## src/dpw_regs.svh

```systemverilog
`ifndef DPW_REGS_SVH
`define DPW_REGS_SVH

// ----------------------------------------------------------------
// Wiper register
// ----------------------------------------------------------------
`define DPW_WIPER_WIDTH 8
`define DPW_TAP_COUNT 256
`define DPW_MIDSCALE 8'h80

// ----------------------------------------------------------------
// Address byte fields
// ----------------------------------------------------------------
`define DPW_ADDR_PREFIX_MSB 7
`define DPW_ADDR_PREFIX_LSB 2
`define DPW_ADDR_SEL_BIT 1
`define DPW_ADDR_RW_BIT 0

// ----------------------------------------------------------------
// Instruction byte fields
// ----------------------------------------------------------------
`define DPW_INSTR_MIDSCALE_BIT 6
`define DPW_INSTR_SHUTDOWN_BIT 5

// ----------------------------------------------------------------
// Bit counting
// ----------------------------------------------------------------
`define DPW_BITS_PER_BYTE 4'h8

`endif

```

## src/dpw_pkg.sv

```systemverilog
`default_nettype none
package dpw_pkg;

	// ----------------------------------------------------------------
	// Protocol states, Gray along address/rx/tx path
	// ----------------------------------------------------------------
	typedef enum logic [3:0] {
		ST_IDLE = 4'h0,
		ST_ADDR = 4'h1,
		ST_ADDR_ACK = 4'h3,
		ST_RX = 4'h2,
		ST_RX_ACK = 4'h6,
		ST_TX = 4'h7,
		ST_TX_ACK = 4'h5,
		ST_WAIT = 4'h4
	} dpw_state_t;

	// ----------------------------------------------------------------
	// Carriers
	// ----------------------------------------------------------------
	typedef struct packed {
		logic scl;
		logic sda;
	} dpw_line_t;

	typedef struct packed {
		logic [7:0] wiper;
		logic shutdown;
	} dpw_pot_t;

	typedef struct packed {
		dpw_state_t state;
		logic [3:0] bitCnt;
		logic [7:0] shift;
		logic byteIdx;
		logic holdMid;
		logic drive;
		logic masterAck;
	} dpw_proto_t;

endpackage : dpw_pkg
`default_nettype wire

```

## src/dpw_wiper_ctrl.sv

```systemverilog
// What this block does
// - First byte is address, six-bit prefix compared
// - Seventh address bit must equal select pin
// - Mismatched address ignores whole transaction
// - Last address bit: low write, high read
// - Eight-bit wiper decoded one-hot to 256 taps
// - Wiper starts at midscale after power-up
// - Write three bytes; a read resends the wiper byte for as long as the master acks
// - Second write byte is instruction, MSB ignored
// - Instruction bit 6 moves wiper to center
// - Bit 5 opens top, wiper shorted low
// - Shutdown keeps code; clearing restores stored tap
// - Writes during shutdown stored, used on exit
// - Third write byte stored unless bit 6 set, always acknowledged
// - Read: release line, no ack ends transmission
`timescale 1ns/10ps
`default_nettype none
`include "dpw_regs.svh"

module dpw_wiper_ctrl
	import dpw_pkg::*;
#(
	// Type prefix value is arbitrary, set per product
	parameter logic [5:0] TYPE_PREFIX = 6'h2A
) (
	// Clock and reset
	input wire logic mclk,
	input wire logic rst_n,
	// Serial bus, open drain data
	input wire logic scl,
	input wire logic sdaIn,
	output logic sdaOut,
	output logic sdaOe,
	// Strap
	input wire logic addressSelectPin,
	// Resistor array control
	output logic [`DPW_TAP_COUNT-1:0] wiperTap,
	output logic topOpen,
	output logic [`DPW_WIPER_WIDTH-1:0] wiperCode
);

	// ----------------------------------------------------------------
	// Address decode
	// ----------------------------------------------------------------
	function automatic logic addrMatch(input logic [7:0] addrByte,
		input logic sel);
		logic prefixOk;
		// Prefix and select bit must both match
		prefixOk = addrByte[`DPW_ADDR_PREFIX_MSB:`DPW_ADDR_PREFIX_LSB]
			== TYPE_PREFIX;
		return prefixOk && (addrByte[`DPW_ADDR_SEL_BIT] == sel);
	endfunction : addrMatch

	// ----------------------------------------------------------------
	// Line sampling
	// ----------------------------------------------------------------
	// Inputs already synchronous; one stage gives the previous value
	dpw_line_t curQ;
	dpw_line_t curD;
	dpw_line_t prevQ;
	dpw_line_t prevD;
	logic sclRise;
	logic sclFall;
	logic startSeen;
	logic stopSeen;

	always_comb begin
		curD.scl = scl;
		curD.sda = sdaIn;
		prevD = curQ;
	end

	always_ff @(posedge mclk or negedge rst_n) begin
		if (!rst_n) begin
			curQ <= '{scl: 1'b1, sda: 1'b1};
			prevQ <= '{scl: 1'b1, sda: 1'b1};
		end else begin
			curQ <= curD;
			prevQ <= prevD;
		end
	end

	assign sclRise = curQ.scl && !prevQ.scl;
	assign sclFall = !curQ.scl && prevQ.scl;
	assign startSeen = curQ.scl && prevQ.scl && prevQ.sda && !curQ.sda;
	assign stopSeen = curQ.scl && prevQ.scl && !prevQ.sda && curQ.sda;

	// ----------------------------------------------------------------
	// Protocol and wiper register
	// ----------------------------------------------------------------
	dpw_proto_t pQ;
	dpw_proto_t pD;
	dpw_pot_t potQ;
	dpw_pot_t potD;
	logic byteFull;

	assign byteFull = (pQ.bitCnt == `DPW_BITS_PER_BYTE);

	// ----------------------------------------------------------------
	// Byte field decode
	// ----------------------------------------------------------------
	// Fields are read from the shift register at the fall after bit 8; the read/write bit at the fall after the ack
	logic addrOk;
	logic readReq;
	logic instrMid;
	logic instrShut;
	logic byteDone;
	logic msbPull;
	logic nextPull;

	assign addrOk = addrMatch(pQ.shift, addressSelectPin);
	assign readReq = pQ.shift[`DPW_ADDR_RW_BIT];
	assign instrMid = pQ.shift[`DPW_INSTR_MIDSCALE_BIT];
	assign instrShut = pQ.shift[`DPW_INSTR_SHUTDOWN_BIT];
	assign byteDone = sclFall && byteFull;
	// Open drain: a zero bit is sent by pulling the line
	assign msbPull = !potQ.wiper[7];
	assign nextPull = !pQ.shift[6];

	always_comb begin
		pD = pQ;
		potD = potQ;
		if (stopSeen) begin
			// A stop releases the line even mid-byte
			pD.state = ST_IDLE;
			pD.drive = 1'b0;
		end else if (startSeen) begin
			// A repeated start restarts the address phase
			pD.state = ST_ADDR;
			pD.bitCnt = 4'h0;
			pD.drive = 1'b0;
		end else begin
			unique case (pQ.state)
				ST_IDLE: begin
					pD.drive = 1'b0;
				end
				ST_WAIT: begin
					// Silent until the next stop or start
					pD.drive = 1'b0;
				end
				ST_ADDR: begin
					if (sclRise) begin
						pD.shift = {pQ.shift[6:0], curQ.sda};
						pD.bitCnt = pQ.bitCnt + 4'h1;
					end else if (byteDone) begin
						if (addrOk) begin
							pD.state = ST_ADDR_ACK;
							pD.drive = 1'b1;
						end else begin
							pD.state = ST_WAIT;
						end
					end
				end
				ST_ADDR_ACK: begin
					if (sclFall) begin
						pD.bitCnt = 4'h0;
						pD.byteIdx = 1'b0;
						pD.holdMid = 1'b0;
						if (readReq) begin
							pD.state = ST_TX;
							pD.shift = potQ.wiper;
							pD.drive = msbPull;
						end else begin
							pD.state = ST_RX;
							pD.drive = 1'b0;
						end
					end
				end
				ST_RX: begin
					if (sclRise) begin
						pD.shift = {pQ.shift[6:0], curQ.sda};
						pD.bitCnt = pQ.bitCnt + 4'h1;
					end else if (byteDone) begin
						pD.state = ST_RX_ACK;
						pD.drive = 1'b1;
						if (!pQ.byteIdx) begin
							// Instruction byte, bit 7 unused
							// Midscale wins over the data byte that follows
							pD.holdMid = instrMid;
							potD.shutdown = instrShut;
							if (instrMid) begin
								potD.wiper = `DPW_MIDSCALE;
							end
						end else if (!pQ.holdMid) begin
							// Stored even in shutdown
							potD.wiper = pQ.shift;
						end
					end
				end
				ST_RX_ACK: begin
					if (sclFall) begin
						pD.drive = 1'b0;
						pD.bitCnt = 4'h0;
						if (pQ.byteIdx) begin
							// Third byte ends a write
							pD.state = ST_WAIT;
						end else begin
							pD.state = ST_RX;
							pD.byteIdx = 1'b1;
						end
					end
				end
				ST_TX: begin
					if (sclRise) begin
						pD.bitCnt = pQ.bitCnt + 4'h1;
					end else if (sclFall) begin
						if (byteFull) begin
							pD.state = ST_TX_ACK;
							pD.drive = 1'b0;
						end else begin
							pD.shift = {pQ.shift[6:0], 1'b0};
							pD.drive = nextPull;
						end
					end
				end
				ST_TX_ACK: begin
					if (sclRise) begin
						// Sampled on the rise, acted on at the fall
						pD.masterAck = !curQ.sda;
					end else if (sclFall) begin
						pD.bitCnt = 4'h0;
						if (pQ.masterAck) begin
							pD.state = ST_TX;
							pD.shift = potQ.wiper;
							pD.drive = msbPull;
						end else begin
							pD.state = ST_WAIT;
						end
					end
				end
				default: begin
					pD.state = ST_IDLE;
					pD.drive = 1'b0;
				end
			endcase
		end
	end

	always_ff @(posedge mclk or negedge rst_n) begin
		if (!rst_n) begin
			pQ <= '{
				state: ST_IDLE,
				bitCnt: 4'h0,
				shift: 8'h00,
				byteIdx: 1'b0,
				holdMid: 1'b0,
				drive: 1'b0,
				masterAck: 1'b0
			};
			potQ <= '{wiper: `DPW_MIDSCALE, shutdown: 1'b0};
		end else begin
			pQ <= pD;
			potQ <= potD;
		end
	end

	// ----------------------------------------------------------------
	// Tap decode
	// ----------------------------------------------------------------
	// Registered so the switch array never sees decode glitches
	logic [`DPW_TAP_COUNT-1:0] tapD;
	logic [`DPW_TAP_COUNT-1:0] tapQ;
	logic topOpenD;
	logic topOpenQ;

	genvar i;
	generate
		for (i = 0; i < `DPW_TAP_COUNT; i++) begin : g_tap
			// Shutdown selects tap 0 but keeps the code
			always_comb begin
				if (potQ.shutdown) begin
					tapD[i] = (i == 0);
				end else begin
					tapD[i] = (potQ.wiper == 8'(i));
				end
			end
		end
	endgenerate

	assign topOpenD = potQ.shutdown;

	always_ff @(posedge mclk or negedge rst_n) begin
		if (!rst_n) begin
			// Same tap as the reset code, so no glitch at release
			tapQ <= `DPW_TAP_COUNT'(1) << `DPW_MIDSCALE;
			topOpenQ <= 1'b0;
		end else begin
			tapQ <= tapD;
			topOpenQ <= topOpenD;
		end
	end

	// ----------------------------------------------------------------
	// Outputs
	// ----------------------------------------------------------------
	// Only ever pulls low; the bus pull-up gives the high
	assign sdaOut = 1'b0;
	assign sdaOe = pQ.drive;
	assign wiperTap = tapQ;
	assign topOpen = topOpenQ;
	assign wiperCode = potQ.wiper;

endmodule : dpw_wiper_ctrl

`default_nettype wire

```

## config.mk

```make
export PLATFORM = sky130hd
export DESIGN_NAME = dpw_wiper_ctrl
export DESIGN_NICKNAME = d
export VERILOG_FILES = /design/src/dpw_pkg.sv /design/src/dpw_wiper_ctrl.sv
export VERILOG_INCLUDE_DIRS = /design/src /design/src/src
export SDC_FILE = /design/constraint.sdc
export NUM_CORES = 1
export LEC_CHECK = 0
export BUFFER_PORTS_ARGS = -buffer_cell sky130_fd_sc_hd__buf_2
export CAP_MARGIN = 25
export CORE_ASPECT_RATIO = 1.1
export CORE_MARGIN = 1
export CORE_UTILIZATION = 56
export CTS_CLUSTER_SIZE = 16
export DETAILED_ROUTE_END_ITERATION = 16
export PLACE_DENSITY = 0.89
export REMOVE_ABC_BUFFERS = 1
export SYNTH_ARGS = -nofsm -noshare
export SYNTH_HDL_FRONTEND = slang
export SYNTH_SLANG_ARGS = --single-unit
```

## constraint.sdc

```tcl
create_clock -name mclk -period 4.22 [get_ports mclk]
set_input_delay 0.422 -clock mclk [delete_from_list [all_inputs] [get_ports mclk]]
set_output_delay 0.422 -clock mclk [all_outputs]
set_load 0.1 [all_outputs]
```

==> results.py, run 1 <==
metrics = {
    "outcome": {
        "status": "complete, no violations",
    },
    "sta": {
        "relSlewSlack_pct": 27.8,
        "finalHoldViolCount": 0,
        "worst_pin_slew_ns": 1.08,
        "setup_viol": 0,
        "clock.fmax_ghz": 0.417,
        "layout_setup_ws_ns": 1.82,
        "period_needed_ns": 2.40,
        "tns_ns": 0,
        "fin_skew_ns": 0.0154,
        "drv_slew": 0,
        "period_share_pct": 56.8,
        "rsz0062_at_grt": "no",
    },
    "place": {
        "dpl_worst_slack_ns": 1.86,
        "place.gp.congestion": 0.879,
        "placed_area_um2": 11600,
        "dpl.cell_count": 1321,
        "place.port_buffers": 270,
        "dp_hpwl_um": 19500,
    },
    "floorplanning": {
        "die_width_um": 130,
        "io_pins": 272,
        "core-area_um2": 17700,
        "num_rows": 51,
        "die-area_um2": 18600,
        "die_height_um": 143,
        "start_util_pct": 57.3,
    },
    "worst_hold_path": {
        "hold_depth": 4,
        "hp-class": "in2reg",
    },
    "setup_path": {
        "crit_slowest_cell": "dfrtp_1",
        "start_kind": "flip-flop",
        "max_stage_delay_ns": 0.60,
        "cp_cell_sequence": "inv_1 -> o21ai_0 -> a221oi_4 -> nand3b_4 -> mux2_4",
        "criticalPathCategory": "reg2reg",
        "cp.required_ns": 4.62,
        "reg2reg_setup_slack_ns": 1.82,
        "critical_path_arrival_ns": 2.80,
        "r2r_cells": 5,
        "critPathCaptureType": "flip-flop",
        "cp_max_fo": 17,
    },
    "yosys": {
        "yosys_warnings": 0,
        "netlist_area_um2": 10100,
        "synth.avg_cell_area_um2": 11.7,
        "synth_seq_cells": 289,
        "synthMuxAreaShare_pct": 1.76,
        "synth-simple-area-share_pct": 17.2,
        "synth_edf_count": 0,
        "synth.distinct_cells": 66,
        "synth_top_family_by_area": "simple AND/OR/NAND/NOR gates",
        "synth_seq_area_share_pct": 71.5,
        "synth_compound_area_share_pct": 5.77,
        "synth-main-ff-cell": "dfrtp_1",
        "netlist_instances": 866,
        "yosys.area_share.adder_pct": 0.247,
        "ys_async_sr_fraction_pct": 100,
        "synth_xor_area_share_pct": 0.433,
    },
    "job": {
        "cap_violations": 0,
    },
    "cells_and_area": {
        "areaGrowthSynthToFinish_pct": 23.6,
        "n_antenna_cell": 0,
        "layout.cells.non_filler": 1372,
        "final_net_count": 1122,
        "fin_area_um2": 12500,
        "final_layout_size_suffix_gt1_share_pct": 30.9,
    },
    "clock_network": {
        "cts_tree": "done",
        "cts_resized": 0,
        "clock_latency_ns": 0.52,
        "clkTransAtPathRegs_ns": 0.06,
        "cts_buffer_depth": 3,
        "cts_buffers": 27,
        "cts.sink_count": 289,
        "root_buffer": "clkbuf_16",
        "h-tree-depth": 1,
    },
    "power_and_ir_drop": {
        "power_density_nw_per_um2": 472,
        "leakage_nw": 6.72,
        "ir_worst_vdd_uv": 431,
    },
    "global_routing": {
        "grt_use_total_pct": 35.6,
        "grt_pass1_wl_um": 48000,
        "gr-total-overflow": 0,
        "grt_start_max_net_pins": 112,
        "antenna_found_initial": 0,
        "grt_pass1_vias": 7954,
    },
    "route": {
        "num_vias": 7919,
        "via_per_inst": 5.77,
        "routed_wl_um": 32000,
        "dr.pass1.iters": 7,
        "drtIter0Drc": 598,
        "wire_per_inst_um": 23.3,
        "ant_nets": 0,
        "drc": 0,
    },
}
-- critical path: cells and delay by family (launching register included) --
kind / cells / cell delay (ns)
compound gates: 2 / 0.63
buf+inv: 1 / 0.50
flops: 1 / 0.60
mux: 1 / 0.34
simple gates: 1 / 0.21
-- worst paths after layout --
| check | startpoint | to |
|---|---|---|
| hold / removal | addressSelectPin | pQ[18] |
| hold reg to reg | curQ[0] | prevQ[0] |
| setup / recovery | pQ[17] | instrShut |
| setup reg to reg | pQ[17] | instrShut |
| max in group asynchronous | rst_n | wiperTap[41] |
| min in group asynchronous | rst_n | wiperTap[21] |
-- per-layer routing --
layer	wire [um]	GRT usage (%)
met5	0	0
met4	1770	20.2
met3	3240	12.4
met2	15900	57.4
met1	11100	41.2
-- Yosys cell counts, types with 8 or more instances --
| cell type | number | share of area, % |
|---|---|---|
| nor2_1 | 264 | 9.8 |
| a21oi_1 | 8 | 0.40 |
| buf_2 | 10 | 0.49 |
| o21ai_0 | 25 | 1.2 |
| inv_1 | 9 | 0.33 |
| nand2_1 | 67 | 2.5 |
| nand2b_1 | 8 | 0.49 |
| clkbuf_1 | 40 | 1.5 |
| nor3_1 | 13 | 0.64 |
| nand3_1 | 16 | 0.79 |
| nor2b_1 | 11 | 0.68 |
| dfrtp_1 | 283 | 70 |
-- timing repair --
item	4_1_cts	5_1_grt
endpoints found under the hold margin	58	0
hold buffers	3	0
buffers inserted	0	0
-- logic make-up (layout without fill, tap and decap cells) --
| kind of cell | after synthesis | after routing |
|---|---|---|
| xor+xnor | 5 | 5 |
| flops | 289 | 289 |
| mux | 14 | 14 |
| compound gates | 81 | 81 |
| fa+ha+maj | 2 | 2 |
| buf+inv | 67 | 335 |
| simple gates | 407 | 407 |
| other cells | 1 | 1 |
-- placed cells by master (no fill, tap or decap), types with 4 or more instances in the layout --
cell / Yosys / layout
buf_4: 4 / 4
a21oi_1: 8 / 8
dfstp_2: 6 / 6
mux2i_1: 5 / 5
nor2_1: 264 / 264
nor3_1: 13 / 13
clkinv_2: 0 / 4
nor2b_1: 11 / 11
nand2_1: 67 / 67
clkbuf_8: 1 / 6
a31oi_1: 4 / 4
nand2b_1: 8 / 8
a221oi_1: 7 / 7
clkbuf_16: 0 / 27
a22oi_1: 5 / 5
mux2_4: 7 / 7
o21ai_0: 25 / 25
inv_1: 9 / 9
nand3_1: 16 / 16
a211o_1: 4 / 4
dfrtp_1: 283 / 283
buf_2: 10 / 269
-- sequential cells by signal (all words and copies together), names as in the netlist --
name,cells
wiperTap,256
pQ,16
wiperCode,8
curQ,2
prevQ,2
instrMid,1
instrShut,1
sdaOe,1
topOpen,1
topOpenD,1
-- layout make-up --
cell class | instances | area, um2
fillers | 1151 | 5160
multi-input cells | 510 | 2570
clock inverters | 12 | 158
clock buffers | 36 | 769
flip-flops and latches | 289 | 7240
inverters | 9 | 33.8
repair buffers | 278 | 1440
well taps | 238 | 298
-- power breakdown --
group          switching (mW)  internal, mW
registers              0.0885          2.82
clock network            1.04          1.47
logic                   0.315         0.175
-- metrics by stage --
step | power [mW] | hold WS [ns] | utilization [%]
6_report | 5.90 | 0.425 | 70.8
4_1_cts | 5.92 | 0.408 | 70.8
3_3_place_gp | 3.43 | 0.415 | 65.4
5_1_grt | 6.10 | 0.432 | 70.8
2_1_floorplan | 3.27 | 0.126 | -
3_5_place_dp | 3.44 | 0.419 | 65.4
Power figures use the tool's default switching activity.
==> run 2, diff against run 1 <==
ABC_AREA = 1   (was unset)
CORE_UTILIZATION = 52   (was 56)
PLACE_DENSITY = 0.84   (was 0.89)
clock period = 2.3 ns   (was 4.22 ns; I/O delays follow)
==> results.py, run 2 <==
metrics = {
    "outcome": {
        "status": "complete, no violations",
    },
    "global_routing": {
        "grt_pass1_wl_um": 44500,
        "grt_start_max_net_pins": 86,
        "grt_pass1_vias": 7625,
        "grt_use_total_pct": 29.9,
        "antenna_found_initial": 0,
        "gr-total-overflow": 0,
    },
    "place": {
        "dp_hpwl_um": 20100,
        "dpl.cell_count": 1458,
        "place.gp.congestion": 0.894,
        "place.port_buffers": 270,
    },
    "cells_and_area": {
        "multi_input_area_um2": 2450,
        "regArea_um2": 7240,
        "final_cell_mix": "nor2_1 (302), dfrtp_1 (283), buf_2 (269), nand2_1 (148), inv_1 (63)",
        "final_layout_size_suffix_gt1_share_pct": 30.6,
        "layout_commonest_cell": "nor2_1",
        "layout.cells.non_filler": 1507,
        "num-fill-cells": 1383,
        "final_net_count": 1250,
        "largest_reg_flops": 256,
        "areaGrowthSynthToFinish_pct": 24.8,
        "n_antenna_cell": 0,
    },
    "route": {
        "via_per_inst": 5.18,
        "wire_per_inst_um": 19.8,
        "ant_nets": 0,
        "routed_wl_um": 29900,
        "drtIter0Drc": 621,
        "dr.pass1.iters": 5,
        "drc": 0,
        "num_vias": 7802,
    },
    "floorplanning": {
        "num_rows": 53,
        "die_height_um": 149,
        "core-area_um2": 19200,
        "die-area_um2": 20200,
        "start_util_pct": 53.2,
        "io_pins": 272,
        "die_width_um": 136,
    },
    "setup_path": {
        "critPathCaptureType": "flip-flop",
        "critical_path_arrival_ns": 2.26,
        "criticalPathCategory": "reg2reg",
        "start_kind": "flip-flop",
        "cp.required_ns": 2.71,
        "cp_max_fo": 16,
    },
    "worst_hold_path": {
        "hp-class": "in2reg",
    },
    "yosys": {
        "netlist_area_um2": 10200,
        "yosys.area_share.adder_pct": 0.245,
        "synth_top_area_share_pct": 69.4,
        "synth.avg_cell_area_um2": 10.6,
        "yosys_warnings": 0,
        "synth.area.top_cells": "dfrtp_1 (69%), nor2_1 (11%), nand2_1 (5.4%)",
        "netlist_instances": 962,
        "synth_compound_area_share_pct": 1.96,
        "synthMuxAreaShare_pct": 0,
        "synth_xor_area_share_pct": 0.172,
        "yosysTopAreaCell": "dfrtp_1",
        "synth_seq_area_share_pct": 71.0,
        "ys_async_sr_fraction_pct": 100,
        "yosysMostFrequentCell": "nor2_1",
        "synth-simple-area-share_pct": 21.6,
        "synth_commonest_cells": "nor2_1 (302), dfrtp_1 (283), nand2_1 (148)",
        "synth.distinct_cells": 37,
        "synth_seq_cells": 289,
        "synth_top_family_by_area": "simple AND/OR/NAND/NOR gates",
        "synth_edf_count": 0,
        "synth-main-ff-cell": "dfrtp_1",
    },
    "sta": {
        "tns_ns": 0,
        "drv_slew": 0,
        "worst_pin_slew_ns": 0.911,
        "relSlewSlack_pct": 39.1,
        "period_needed_ns": 1.85,
        "clock.fmax_ghz": 0.541,
        "setup_viol": 0,
        "fin_skew_ns": 0.0113,
        "period_share_pct": 80.4,
        "rsz0062_at_grt": "no",
        "finalHoldViolCount": 0,
        "fin_hold_ws_ns": 0.302,
    },
    "clock_network": {
        "cts_buffers": 27,
        "root_buffer": "clkbuf_16",
        "cts_tree": "done",
        "cts_buffer_depth": 3,
        "clkTransAtPathRegs_ns": 0.06,
        "h-tree-depth": 1,
        "cts_resized": 0,
        "cts.sink_count": 289,
        "clock_latency_ns": 0.52,
    },
    "power_and_ir_drop": {
        "power_density_nw_per_um2": 777,
        "ir_worst_vdd_uv": 683,
        "leakage_nw": 7.16,
    },
    "job": {
        "cap_violations": 0,
    },
}
-- run 2: cell types whose count changed after synthesis, moves of 8 or more --
cell	before	now
o21ai_0	25	8
inv_1	9	63
nand2_1	67	148
nor2_1	264	302
buf_2	10	30
nor3_1	13	1
clkbuf_1	40	6
nand3_1	16	28
nor2b_1	11	0
nand2b_1	8	0
-- run 2: cells by family after synthesis --
family	count (synthesis)
DFF	289
other	1
buffers and inverters	115
adders and majority gates	2
AOI/OAI and AO/OA	33
xor gates and xnor gates	2
and+or+nand+nor	520
-- run 2: final cells by class --
class                           count  share of cell area (%)
Tap cell                          247                    2.43
Multi-Input combinational cell    558                    19.2
Clock buffer                       36                    6.12
Clock inverter                     10                   0.698
Timing Repair Buffer              294                    12.5
Inverter                           73                    2.21
Sequential cell                   289                    56.9
-- run 2: per-layer routing --
metal / vias up / global-route usage (%) / wire length, um
li1: 3476 / - / -
met1: 3851 / 36.6 / 10900
met2: 396 / 51.1 / 15400
met3: 79 / 5.78 / 2290
met4: 0 / 13.7 / 1290
met5: - / 0 / 0
-- run 2: report_power, final --
part	switching, mW	total (mW)	internal, mW
Clock	1.84	4.33	2.49
Sequential	0.0819	5.21	5.13
Combinational	0.263	0.350	0.0876
-- run 2: worst max-delay path, cell delays in order (launching register included) --
cell	delay [ns]
dfrtp_1	0.50
inv_1	0.08
nor2_1	0.23
nand3_1	0.57
nor2_1	0.36
-- run 2: worst paths after layout --
check	start	endpoint	slack, ns	depth (start not counted)
worst max-delay path	wiperCode[5]	wiperTap[233]	0.45	4
worst min-delay path	addressSelectPin	pQ[18]	0.30	7
worst max register to register	wiperCode[5]	wiperTap[233]	0.45	4
worst min register to register	curQ[1]	prevQ[1]	0.40	0
max in group asynchronous	rst_n	prevQ[1]	1.17	3
min in group asynchronous	rst_n	wiperTap[42]	0.32	2
-- run 2: metrics by stage --
stage	setup slack [ns]	power [mW]	utilization, %	cell area, um2
after floorplan	0.425	5.46	-	9970
after global placement	0.595	5.65	61.7	11800
after detailed placement	0.505	5.66	61.7	11800
after CTS	0.461	9.94	66.4	12700
after global routing	0.356	10.2	66.4	12700
final	0.451	9.89	66.4	12700
-- run 2: timing repair --
| item | in CTS | in global routing |
|---|---|---|
| hold endpoints to repair | 79 | 0 |
| hold buffers | 3 | 0 |
| setup buffers | 0 | 0 |
==> run 3, diff against run 2 <==
ABC_AREA = 0   (was 1)
CORE_UTILIZATION = 47   (was 52)
PLACE_DENSITY = 0.8   (was 0.84)
clock period = 1.7 ns   (was 2.3 ns; I/O delays follow)
==> results.py, run 3 (synthesis gave the netlist of run 1 again) <==
metrics = {
    "outcome": {
        "status": "finished, violations left",
        "violations": "negative setup slack",
    },
    "cells_and_area": {
        "num-fill-cells": 1511,
        "final_cell_mix": "dfrtp_1 (281), buf_2 (261), nor2_1 (259), buf_4 (109), nand2_1 (51)",
        "layout_commonest_cell": "dfrtp_1",
        "areaGrowthSynthToFinish_pct": 36.0,
        "largest_reg_flops": 256,
        "n_antenna_cell": 0,
        "final_net_count": 1232,
        "fin_area_um2": 13800,
        "final_layout_size_suffix_gt1_share_pct": 41.7,
    },
    "clock_network": {
        "clkTransAtPathRegs_ns": 0.06,
        "clock_latency_ns": 0.55,
        "root_buffer": "clkbuf_16",
        "cts_buffers": 27,
        "cts.sink_count": 289,
        "h-tree-depth": 1,
        "cts_buffer_depth": 3,
        "cts_tree": "done",
    },
    "route": {
        "dr.pass1.iters": 7,
        "wire_per_inst_um": 20.1,
        "drc": 0,
        "num_vias": 7944,
        "drtIter0Drc": 585,
        "routed_wl_um": 30800,
        "via_per_inst": 5.20,
        "ant_nets": 0,
    },
    "setup_path": {
        "cp.required_ns": 2.12,
        "path_delay_family": "flip-flops",
        "critical_path_buf_inv_count": 0,
        "reg2reg_setup_slack_ns": -0.15,
        "crit_slowest_cell": "dfstp_2",
        "cp_cell_sequence": "and2b_2 -> o21ai_4 -> a221oi_4 -> nand3b_4 -> mux2_4",
        "critical_path_arrival_ns": 2.27,
        "criticalPathCategory": "reg2reg",
        "max_stage_delay_ns": 0.56,
        "critPathCaptureType": "flip-flop",
        "start_kind": "flip-flop",
        "cp_max_fo": 7,
    },
    "sta": {
        "clock.fmax_ghz": 0.541,
        "drv_slew": 0,
        "worst_pin_slew_ns": 0.543,
        "finalHoldViolCount": 0,
        "relSlewSlack_pct": 64.1,
        "rsz0062_at_grt": "yes",
        "fin_skew_ns": 0.0163,
        "setup_viol": 21,
        "tns_ns": -1.64,
        "period_needed_ns": 1.85,
        "period_share_pct": 109,
        "layout_setup_ws_ns": -0.148,
    },
    "power_and_ir_drop": {
        "p_seq_share_pct": 47.9,
        "p_clk_share_pct": 38.6,
        "power_density_nw_per_um2": 1080,
        "swShare_pct": 25.5,
        "power_switching_mw": 3.79,
        "ir_worst_vdd_uv": 881,
        "pwr-share-comb_pct": 13.5,
        "p_int_mw": 11.1,
        "leakage_nw": 7.32,
    },
    "global_routing": {
        "grt_start_max_net_pins": 76,
        "grt_use_total_pct": 27.8,
        "gr-total-overflow": 0,
        "antenna_found_initial": 0,
        "grt_pass1_vias": 8028,
        "grt_pass1_wl_um": 45700,
    },
    "floorplanning": {
        "io_pins": 272,
        "die_height_um": 156,
        "num_rows": 55,
        "die_width_um": 142,
        "die-area_um2": 22100,
        "start_util_pct": 48.6,
        "core-area_um2": 20900,
    },
    "place": {
        "place.gp.congestion": 0.871,
        "placed_area_um2": 12500,
        "place.port_buffers": 270,
        "dp_hpwl_um": 20700,
    },
    "worst_hold_path": {
        "hp-class": "in2async",
    },
    "job": {
        "cap_violations": 0,
    },
}
==> run 3: through the flow <==
step	setup WS [ns]	cells	total power [mW]	utilization [%]	hold WS, ns
finish	-0.148	1529	14.9	66.0	0.0964
global route	-0.226	1529	15.4	66.0	0.112
CTS	-0.157	1528	14.9	65.1	0.0864
detailed placement	-0.206	1472	8.99	59.7	0.0605
global placement	-0.165	1472	8.98	59.7	0.0637
floorplan	-0.580	808	8.11	-	-0.126
==> run 3: area by class of cell <==
class                      instances  area, um2  share of cell area (%)
clock buffer                      39        771                    5.60
clock inverter                     9       78.8                   0.572
inverter                           9       33.8                   0.245
multi-input combinational        510       2890                    21.0
sequential                       289       7240                    52.6
tap                              285        357                    2.59
timing repair buffer             388       2400                    17.4
==> run 3: path summary, 6_finish.rpt <==
kind,startpoint,endpoint,cells after the start
worst max-delay path,curQ[1],pQ[11],5
worst min-delay path,rst_n,wiperTap[78],2
worst max register to register,curQ[1],pQ[11],5
worst min register to register,curQ[1],prevQ[1],0
max in group asynchronous,rst_n,prevQ[1],3
min in group mclk,addressSelectPin,pQ[18],4
==> run 3: what timing repair did <==
| action | in CTS | in global routing |
|---|---|---|
| gates cloned | 0 | 1 |
| setup buffers | 6 | 0 |
| hold buffers | 3 | 0 |
| hold endpoints to repair | 285 | 0 |
| setup endpoints to repair | 97 | 58 |
| gates resized for setup | 55 | 53 |
| pin swaps | 8 | 18 |
==> run 3: power groups by stage <==
stage                     clock [mW]  sequential (mW)  combinational (mW)
after floorplan                    0             7.44               0.674
after global placement             0             7.24                1.74
after detailed placement           0             7.24                1.75
after CTS                       5.82             7.12                1.92
after global routing            6.06             7.14                2.16
final                           5.74             7.13                2.01
==> run 3: worst register-to-register path, delay by kind of cell, from the launching register on <==
| family | cells | cell delay [ns] |
|---|---|---|
| simple gates | 2 | 0.41 |
| compound gates | 2 | 0.42 |
| flops | 1 | 0.56 |
| mux | 1 | 0.34 |
==> run 3: routing by layer <==
metal / up-vias / track usage, % / part of all wire, %
met5: - / 0 / 0
met3: 83 / 5.10 / 7.2
li1: 3502 / - / -
met1: 3942 / 32.8 / 37
met4: 0 / 11.7 / 4.1
met2: 417 / 49.7 / 52
